<file path="config.mk">
export PLATFORM = sky130hd
export DESIGN_NAME = mii_manual_inquiry
export DESIGN_NICKNAME = d
export VERILOG_FILES = /design/src/design/mii_cycle_timer.v /design/src/design/mii_manual_inquiry.v
export VERILOG_INCLUDE_DIRS = /design/src /design/src/design
export SDC_FILE = /design/constraint.sdc
export NUM_CORES = 1
export LEC_CHECK = 0
export ABC_CLOCK_PERIOD_IN_PS = 5400
export BUFFER_PORTS_ARGS = -buffer_cell sky130_fd_sc_hd__buf_2
export CAP_MARGIN = 5
export CORE_ASPECT_RATIO = 0.5
export CORE_MARGIN = 4
export CORE_UTILIZATION = 25
export DETAILED_ROUTE_END_ITERATION = 16
export GPL_TIMING_DRIVEN = 1
export PLACE_DENSITY = 0.45
export SLEW_MARGIN = 20
export SYNTH_ARGS = -nofsm -noshare
export SYNTH_HDL_FRONTEND = slang
export SYNTH_HIERARCHICAL = 1
export SYNTH_SLANG_ARGS = --single-unit
</file>
<file path="constraint.sdc">
create_clock -name clk_sys -period 5.4 [get_ports clk_sys]
set_input_delay 0.81 -clock clk_sys [delete_from_list [all_inputs] [get_ports clk_sys]]
set_output_delay 0.81 -clock clk_sys [all_outputs]
set_load 0.1 [all_outputs]
</file>
<file path="src/design/mii_defs.vh">
`ifndef MII_DEFS_VH
`define MII_DEFS_VH
// Lookup pause in milliseconds and derived cycle count at 100 MHz
`define MII_LOOKUP_MS 150
`define MII_CLK_HZ 100000000
`define MII_LOOKUP_CYC (`MII_LOOKUP_MS * (`MII_CLK_HZ / 1000))
// Address length in digits
`define MII_DIGITS 5
`define MII_CNT_W 3
// Count value of the last address digit
`define MII_LAST_IDX 3'h4
// Format select reset value
`define MII_FMT_RST 2'h0
`endif

</file>
<file path="src/design/mii_cycle_timer.v">
`timescale 1ns/100ps
`include "mii_defs.vh"
module mii_cycle_timer #(
    parameter CYCLES = `MII_LOOKUP_CYC
) (
    input wire clk_sys,
    input wire resetn,
    input wire start,
    output wire done
);
    reg [23:0] count;
    reg running;
    assign done = running && (count == 24'h000001);
    always @(posedge clk_sys or negedge resetn)
    begin
        if (!resetn)
        begin
            count <= 24'h000000;
            running <= 1'b0;
        end
        else if (start)
        begin
            count <= CYCLES[23:0];
            running <= 1'b1;
        end
        else if (running)
        begin
            count <= count - 24'h000001;
            if (count == 24'h000001)
                running <= 1'b0;
        end
    end
endmodule // mii_cycle_timer

</file>
<file path="src/design/mii_manual_inquiry.v">
// Operation
// - Without the hold plug the program runs undisturbed until all five address digits are keyed.
// - Each keyed address digit is echoed to the typewriter as it is entered.
// - After a full address without the plug, processing pauses about 150 ms plus file access time.
// - Three basic reply formats are selectable with the plug in; more are derived from buffer control characters.
// - With the plug in, the lamp lights only at the program inquiry point and keying waits for it.
// - Once the lamp is lit, processing halts while the address is keyed and the record located.
// - With the plug in, an unfinished address keeps the halt forever with no timeout.
// - With the plug in, inquiry keying and programmed print-out never share the typewriter.
// - An instruction touching the typewriter buffer is held while the typewriter is busy.
`timescale 1ns/100ps
`include "mii_defs.vh"
module mii_manual_inquiry #(
    parameter LOOKUP_CYC = `MII_LOOKUP_CYC
) (
    input wire clk_sys,
    input wire resetn,
    input wire inquiry_hold_plug,
    input wire [2:0] formatKey,
    input wire digitStrobe,
    input wire [3:0] digitValue,
    input wire atInquiryPoint,
    input wire bufferRef,
    input wire progPrintReq,
    input wire typewriterBusy,
    input wire recordFound,
    input wire replyStarted,
    input wire [1:0] ctrlChar,
    output reg programHalt,
    output reg inquiryLamp,
    output reg echoStrobe,
    output reg [3:0] echoDigit,
    output reg [19:0] fileAddr,
    output reg seekReq,
    output reg [1:0] replyFormat,
    output reg [1:0] formatVariant,
    output reg progPrintGrant
);
    localparam S_IDLE = 6'h01;
    localparam S_WAIT = 6'h02;
    localparam S_KEY = 6'h04;
    localparam S_PAUSE = 6'h08;
    localparam S_SEEK = 6'h10;
    localparam S_REPLY = 6'h20;

    // Two-stage synchronisers, one per operator pin
    localparam SYNC_W = 9;
    wire [SYNC_W-1:0] pinRaw = {inquiry_hold_plug, formatKey, digitStrobe, digitValue};
    wire [SYNC_W-1:0] pinSync;
    genvar gi;
    generate
        for (gi = 0; gi < SYNC_W; gi = gi + 1)
        begin : gSync
            reg stageA;
            reg stageB;
            always @(posedge clk_sys or negedge resetn)
            begin
                if (!resetn)
                begin
                    stageA <= 1'b0;
                    stageB <= 1'b0;
                end
                else
                begin
                    stageA <= pinRaw[gi];
                    stageB <= stageA;
                end
            end
            assign pinSync[gi] = stageB;
        end
    endgenerate

    // Edge detector on the synchronised digit strobe
    reg strobeLast;
    always @(posedge clk_sys or negedge resetn)
    begin
        if (!resetn)
            strobeLast <= 1'b0;
        else
            strobeLast <= pinSync[4];
    end
    wire plug = pinSync[8];
    wire [2:0] keys = pinSync[7:5];
    wire digitEdge = pinSync[4] && !strobeLast;
    wire [3:0] digit = pinSync[3:0];

    reg [5:0] state;
    reg [5:0] next_state;
    reg [2:0] digitCount;
    reg plugMode;
    wire timerStart;
    wire timerDone;
    wire lastDigit = digitEdge && (digitCount == `MII_LAST_IDX);
    // Live plug level while idle, latched mode once an inquiry starts
    wire modeNow = (state == S_IDLE) ? plug : plugMode;

    mii_cycle_timer #(
        .CYCLES(LOOKUP_CYC)
    ) uTimer (
        .clk_sys(clk_sys),
        .resetn(resetn),
        .start(timerStart),
        .done(timerDone)
    );
    assign timerStart = (state == S_KEY) && lastDigit && !plugMode;

    always @*
    begin
        next_state = state;
        case (state)
            S_IDLE:
            begin
                if (plug && (keys != 3'h0))
                    next_state = S_WAIT;
                else if (!plug && digitEdge)
                    next_state = S_KEY;
            end
            S_WAIT:
            begin
                if (atInquiryPoint && !typewriterBusy)
                    next_state = S_KEY;
            end
            S_KEY:
            begin
                if (lastDigit)
                    next_state = plugMode ? S_SEEK : S_PAUSE;
            end
            S_PAUSE:
            begin
                if (timerDone)
                    next_state = S_SEEK;
            end
            S_SEEK:
            begin
                if (recordFound)
                    next_state = S_REPLY;
            end
            S_REPLY:
            begin
                if (replyStarted)
                    next_state = S_IDLE;
            end
            default:
                next_state = S_IDLE;
        endcase
    end

    // Next values of the interlock outputs
    reg next_seek;
    reg next_lamp;
    reg next_halt;
    reg next_grant;
    always @*
    begin
        next_seek = (next_state == S_SEEK);
        next_lamp = modeNow && (next_state == S_KEY);
        next_halt = next_lamp || (next_state == S_PAUSE) || next_seek || (next_state == S_REPLY);
        if (bufferRef && typewriterBusy)
            next_halt = 1'b1;
        next_grant = progPrintReq && !typewriterBusy;
        if (next_state != S_IDLE && next_state != S_WAIT)
            next_grant = 1'b0;
    end

    always @(posedge clk_sys or negedge resetn)
    begin
        if (!resetn)
        begin
            state <= S_IDLE;
            digitCount <= 3'h0;
            plugMode <= 1'b0;
            programHalt <= 1'b0;
            inquiryLamp <= 1'b0;
            echoStrobe <= 1'b0;
            echoDigit <= 4'h0;
            fileAddr <= 20'h00000;
            seekReq <= 1'b0;
            replyFormat <= `MII_FMT_RST;
            formatVariant <= 2'h0;
            progPrintGrant <= 1'b0;
        end
        else
        begin
            state <= next_state;
            echoStrobe <= 1'b0;
            if (state == S_IDLE)
            begin
                plugMode <= plug;
                digitCount <= 3'h0;
                if (plug && keys[0])
                    replyFormat <= 2'h0;
                else if (plug && keys[1])
                    replyFormat <= 2'h1;
                else if (plug && keys[2])
                    replyFormat <= 2'h2;
            end
            formatVariant <= ctrlChar;
            if ((state == S_KEY || (state == S_IDLE && !plug)) && digitEdge)
            begin
                echoStrobe <= 1'b1;
                echoDigit <= digit;
                fileAddr <= {fileAddr[15:0], digit};
                digitCount <= digitCount + 3'h1;
            end
            seekReq <= next_seek;
            inquiryLamp <= next_lamp;
            programHalt <= next_halt;
            progPrintGrant <= next_grant;
        end
    end
endmodule // mii_manual_inquiry

</file>
==> reports/summary.txt, run 1 <==
Most used DFF post-synth: dfrtp_1
WP buf/inv: 1
Worst-path clk slew: 60 ps
Core Footprint: 0.0137 mm^2
Net Sw Power: 1.17 mW
switching share of power: 0.479
post-DR wirelength/cell: 13.1 um
hold crit path type: flop to flop
kind of critical path: flop to flop
Mapped Nets: 321
power per standard cell area: 576 mW/mm^2
Worst Path Max Fanout: 21
RSZ-0062 raised after global routing: no
fin util: 0.309
CP max-delay cell: or4_1
f_max: 290 MHz
IO Pins: 52
share of cells above drive strength 1: 0.263
CTS tree: yes
Placed Cells: 526
flops & latches, synth: 83
Clk Tree Root Cell: clkbuf_16
RR Startpoint: state[4]
drt pass-1 iters: 4
CP Launch Type: flop
Seq pwr share: 0.335
Initial Utilization: 0.258
CP arrival: 3710 ps
P&R area growth vs syn: 19.6%
clk buf depth: 2
Tot GR Track Use: 0.0938
Worst Setup End Kind: flop
1st-iter DRT viols: 141
VDD IR max: 0.000316 V
CTS Hold Buffers Added: 0
Post-CTS Resized: 0
GP Congestion: 0.761
initial antenna violation count: 0
CP required: 5660 ps
Inserted Diodes: 0
Clk pwr share: 0.250
Least-Margin Pin Slew: 812 ps
Max Cap Viol: 0
outcome: complete, no violations
top post-synthesis cells by area: dfrtp_1, mux2_2, o31ai_1
number of flops mapped to enable cells by yosys: 0
register area share after synthesis: 0.587
area leader, netlist: dfrtp_1
count of different cell masters after synthesis: 49
crit path cell chain: nor4_1 > nand3b_1 > nor3_2 > buf_4 > o21ba_2 > nand4b_1 > or4_1 > a21oi_1
number of fill cells: 1389
Int Pwr: 1.27 mW
Worst Clk Skew: 8.77 ps
CP max stage delay: 600 ps
Avg Inst Size Synth: 11.9 um^2
Yosys top cell area share: 0.580
Top Family by Delay on Critical Path: simple AND/OR/NAND/NOR gates
Post-Synthesis Cells: 298
leakage: 2.00 nW
largest net degree at the start of global routing: 53
Die X: 176 um
pins over their slew limit: 0
setup bufs post-CTS: 0
crit share post-route: 0.638
GR Overflow Total: 0
Die Ht: 92.1 um
Mapped Area: 0.00354 mm^2
Vias: 2408
Comb pwr share: 0.415
Cell Rows: 30
Warnings, synthesis: 6
Setup violations, final: 0
H-tree depth: 3
via/cell ratio: 4.44
Hold Violations, Final: 0
Async S/R FF share, synth: 1.00
# DRC: 0
crit path from: state[4]
worst-skew pair later-pin latency: 340 ps
TNS Setup: 0 ps
final std cells w/o fill: 542
Post-DP HPWL: 4870 um
number of buffers added on ports: 51
relative slew slack: 0.458
Num CTS Buffers: 9
min Tclk post-route: 3450 ps
die area: 0.0162 mm^2
global-route wire length before repair: 12200 um
Routed Wire Length: 7120 um
Post-DRT Antenna Nets: 0
Hold Crit Start: gSync[7].stageA
clock sinks: 83
fin nets: 368
vias in the first global route: 2400
final timing paths:
check | to | slack (ps) | depth (start not counted)
max reg2reg | uTimer/count[12] | 1950 | 8
min reg2reg | gSync[7].stageB | 340 | 0
max | uTimer/count[12] | 1950 | 8
min | gSync[7].stageB | 340 | 0
max in group asynchronous | gSync[0].stageA | 4020 | 2
min in group asynchronous | uTimer/count[11] | 400 | 1
registers in the layout, indices dropped and copies added, names as in the netlist, 2 cells and up:
signal         count
uTimer/count      24
fileAddr          17
formatVariant      2
echoDigit          3
gSync.stageA       9
state              6
gSync.stageB       9
digitCount         3
replyFormat        2
routing by layer:
metal	vias up	global-route usage	routed length, um
li1	1170	-	-
met1	1183	0.128	3550
met2	43	0.136	3140
met3	12	0.0334	315
met4	0	0.0363	121
met5	-	0	0
kinds of logic after synthesis:
logic type      count (synthesis)  synth area share
compound gates                 46            0.0905
xor+xnor                        8            0.0198
fa+ha+maj                       4            0.0141
buf+inv                        25            0.0421
flops                          83             0.587
mux                            25            0.0781
simple gates                  107             0.168
through the flow:
| stage | worst slack [ps] | total power, mW | area (um^2) | hold slack (ps) |
|---|---|---|---|---|
| 5_1_grt | 1420 | 2.56 | 4230 | 354 |
| 2_1_floorplan | 2600 | 1.71 | 3540 | 331 |
| 3_5_place_dp | 1960 | 1.85 | 3940 | 337 |
| 6_report | 1950 | 2.44 | 4230 | 343 |
| 4_1_cts | 1920 | 2.47 | 4230 | 346 |
| 3_3_place_gp | 2100 | 1.85 | 3940 | 332 |
cell usage in the layout, fill, tap and decap left out, types with 2 or more instances in the layout:
cell type | Yosys | layout
inv_1 | 7 | 7
nor3_1 | 6 | 5
o211ai_1 | 2 | 2
o21ai_0 | 8 | 8
xnor2_1 | 4 | 4
buf_2 | 2 | 50
nand2_1 | 17 | 17
mux2i_1 | 4 | 4
or4_1 | 12 | 12
nand3_1 | 14 | 14
nor4_1 | 6 | 6
mux2_2 | 16 | 16
ha_1 | 4 | 4
nand2b_1 | 3 | 3
nor2b_1 | 5 | 5
or2_2 | 3 | 3
xor2_1 | 4 | 4
mux2_1 | 5 | 5
a21oi_1 | 10 | 10
nor3b_1 | 2 | 2
or4b_1 | 2 | 2
or3_1 | 6 | 6
clkinv_2 | 0 | 2
nand4b_1 | 6 | 6
buf_4 | 4 | 3
o31ai_1 | 12 | 12
nor2_1 | 21 | 21
clkbuf_16 | 0 | 9
dfrtp_1 | 82 | 82
synthesized netlist by cell type, types with 2 or more instances:
master and n:
a21oi_1 10, buf_2 2, buf_4 4, buf_6 5
clkbuf_1 6, dfrtp_1 82, ha_1 4, inv_1 7
mux2_1 5, mux2_2 16, mux2i_1 4, nand2_1 17
nand2b_1 3, nand3_1 14, nand4b_1 6, nor2_1 21
nor2b_1 5, nor3_1 6, nor3b_1 2, nor4_1 6
o211ai_1 2, o21ai_0 8, o31ai_1 12, or2_2 3
or3_1 6, or4_1 12, or4b_1 2, xnor2_1 4
xor2_1 4
layout make-up:
| cell class | instances | area (um^2) | share of cell area |
|---|---|---|---|
| clock inverter | 6 | 65.1 | 0.0154 |
| multi-input combinational | 190 | 1320 | 0.311 |
| sequential | 83 | 2080 | 0.491 |
| timing repair buffer | 53 | 273 | 0.0644 |
| tap | 192 | 240 | 0.0568 |
| clock buffer | 10 | 229 | 0.0541 |
| inverter | 8 | 30.0 | 0.00709 |
power groups by stage:
stage          clock (mW)  sequential, mW  combinational (mW)
2_1_floorplan           0            1.35               0.363
3_3_place_gp            0           0.830                1.02
3_5_place_dp            0           0.829                1.02
4_1_cts             0.632           0.819                1.02
5_1_grt             0.660           0.835                1.06
6_report            0.610           0.817                1.01
worst reg2reg max path, cell delays in order, from the launching register on:
cell and delay, ps:
dfrtp_1 470, nor4_1 550, nand3b_1 360, nor3_2 230
buf_4 280, o21ba_2 240, nand4b_1 490, or4_1 600
a21oi_1 160
Power figures use the tool's default switching activity.
==> run 2, diff against run 1 <==
- ABC_AREA: default -> 1
- ABC_CLOCK_PERIOD_IN_PS: 5400 -> 3000
- PLACE_DENSITY: 0.45 -> 0.47
- clock period: 5.4 -> 3 ns (I/O delays scaled with it)
==> reports/summary.txt, run 2 <==
setup bufs post-CTS: 0
share of cells above drive strength 1: 0.200
Setup violations, final: 0
Top Family by Delay on Critical Path: simple AND/OR/NAND/NOR gates
Post-DP HPWL: 6140 um
GP Congestion: 0.831
Initial Utilization: 0.261
1st-iter DRT viols: 195
Warnings, synthesis: 6
area post-placement: 0.00427 mm^2
Largest register FFs: 24
VDD IR max: 0.000319 V
vias in the first global route: 2855
CP max stage delay: 410 ps
top-count cell post-synth: nand2_1
switching share of power: 0.499
outcome: complete, no violations
# DRC: 0
Routed Wire Length: 8360 um
Most used DFF post-synth: dfrtp_1
GR Overflow Total: 0
CP arrival: 2490 ps
RSZ-0062 raised after global routing: no
min Tclk post-route: 2270 ps
top post-synthesis cells by area: dfrtp_1, nand2_1, nor2_1
number of flops mapped to enable cells by yosys: 0
Hold Violations, Final: 0
most numerous cell on the critical path: nand2_1
CTS Hold Buffers Added: 0
pins over their slew limit: 0
WP buf/inv: 3
Inserted Diodes: 0
Async S/R FF share, synth: 1.00
Worst Clk Skew: 6.24 ps
flops & latches, synth: 83
Worst-path clk slew: 60 ps
CTS tree: yes
CP Launch Type: flop
H-tree depth: 3
Comb pwr share: 0.439
number of buffers added on ports: 51
commonest non-fill, non-tap cell in the layout: nand2_1
Clk Tree Root Cell: clkbuf_16
clk buf depth: 2
CP required: 3210 ps
leakage: 2.43 nW
die area: 0.0175 mm^2
Worst Path Max Fanout: 18
area leader, netlist: dfrtp_1
post-DR wirelength/cell: 11.8 um
Post-DRT Antenna Nets: 0
Die X: 183 um
hold crit path type: primary input to async pin
worst hold slack: 120 ps
drt pass-1 iters: 4
power per standard cell area: 972 mW/mm^2
relative slew slack: 0.600
synth cell count leaders: nand2_1, dfrtp_1, nor2_1, inv_1, nand3_1
Worst Setup End Kind: flop
most frequent cells in the layout: nand2_1, dfrtp_1, nor2_1
Num CTS Buffers: 9
count of different cell masters after synthesis: 29
Tot GR Track Use: 0.102
Vias: 2896
largest net degree at the start of global routing: 46
crit share post-route: 0.758
Post-Synthesis Cells: 450
Core Footprint: 0.0147 mm^2
Clk pwr share: 0.233
TNS Setup: 0 ps
fin nets: 527
Regs by FF count: uTimer/count x24, fileAddr x17
most flop-heavy register: uTimer/count
Mapped Area: 0.00384 mm^2
Net Sw Power: 2.21 mW
Yosys top cell area share: 0.534
Post-CTS Resized: 0
global-route wire length before repair: 14000 um
clock sinks: 83
Int Pwr: 2.22 mW
IO Pins: 52
crit path cell chain: inv_1 > ha_1 > nand2_1 > nor3_1 > nand2_1 > inv_1 > inv_4 > nand2_8 > nand3_2 > nor2_2 > nand3_1 > nand2_1 > nand3_1
register area share after synthesis: 0.541
Cell Rows: 31
CP max-delay cell: dfrtp_1
Avg Inst Size Synth: 8.53 um^2
Design Area, Final: 0.00455 mm^2
worst-skew pair later-pin latency: 330 ps
Seq pwr share: 0.327
via/cell ratio: 4.10
initial antenna violation count: 0
Least-Margin Pin Slew: 599 ps
Die Ht: 95.6 um
kind of critical path: flop to flop
f_max: 440 MHz
P&R area growth vs syn: 18.5%
Mapped Nets: 473
Max Cap Viol: 0
==> run 2: worst register-to-register path: stages (launching register included) <==
cell and delay [ps]:
dfrtp_1 410, inv_1 70, ha_1 180, nand2_1 60, nor3_1 160, nand2_1 120, inv_1 290, inv_4 180
nand2_8 120, nand3_2 100, nor2_2 220, nand3_1 100, nand2_1 70, nand3_1 60
==> run 2: path summary, 6_finish.rpt <==
kind / from / end / slack [ps] / cells after the start
min reg2reg: gSync[8].stageA / gSync[8].stageB / 340 / 0
max: digitCount[0] / uTimer/count[23] / 730 / 13
min in group clk_sys: digitValue[2] / gSync[2].stageA / 220 / 1
min: resetn / uTimer/count[3] / 120 / 1
max in group asynchronous: resetn / uTimer/count[10] / 2190 / 2
max reg2reg: digitCount[0] / uTimer/count[23] / 730 / 13
==> run 2: per-stage QoR <==
| stage | power, mW | utilization | setup WS (ps) | instances |
|---|---|---|---|---|
| after global routing | 4.68 | 0.309 | 445 | 707 |
| after CTS | 4.48 | 0.309 | 729 | 707 |
| after global placement | 3.41 | 0.290 | 766 | 691 |
| after floorplan | 3.13 | - | 1190 | 450 |
| after detailed placement | 3.43 | 0.290 | 735 | 691 |
| final | 4.42 | 0.309 | 726 | 707 |
==> run 2: final cells by class <==
| cell class | instances | area [um^2] |
|---|---|---|
| well taps | 198 | 248 |
| repair buffers | 53 | 273 |
| multi-input cells | 301 | 1460 |
| flip-flops and latches | 83 | 2080 |
| inverters | 56 | 213 |
| clock buffers | 12 | 256 |
| fillers | 1576 | 10200 |
| clock inverters | 4 | 25.0 |
==> run 2: cells by family after synthesis <==
family	synth area share
buffers and inverters	0.0789
and+or+nand+nor	0.315
xor gates and xnor gates	0.00228
AOI/OAI and AO/OA	0.0499
adders and majority gates	0.0130
DFF	0.541
==> run 2: layer usage <==
layer	track usage	vias up	wire [um]
li1	-	1523	-
met1	0.139	1332	4330
met2	0.153	35	3580
met3	0.0393	6	363
met4	0.0254	0	87
met5	0	-	0
==> run 2: power groups by stage <==
| stage | Clock (mW) | Combinational [mW] | Sequential, mW |
|---|---|---|---|
| 2_1_floorplan | 0 | 0.687 | 2.44 |
| 3_3_place_gp | 0 | 1.95 | 1.46 |
| 3_5_place_dp | 0 | 1.96 | 1.47 |
| 4_1_cts | 1.07 | 1.96 | 1.45 |
| 5_1_grt | 1.13 | 2.07 | 1.48 |
| 6_report | 1.03 | 1.94 | 1.45 |
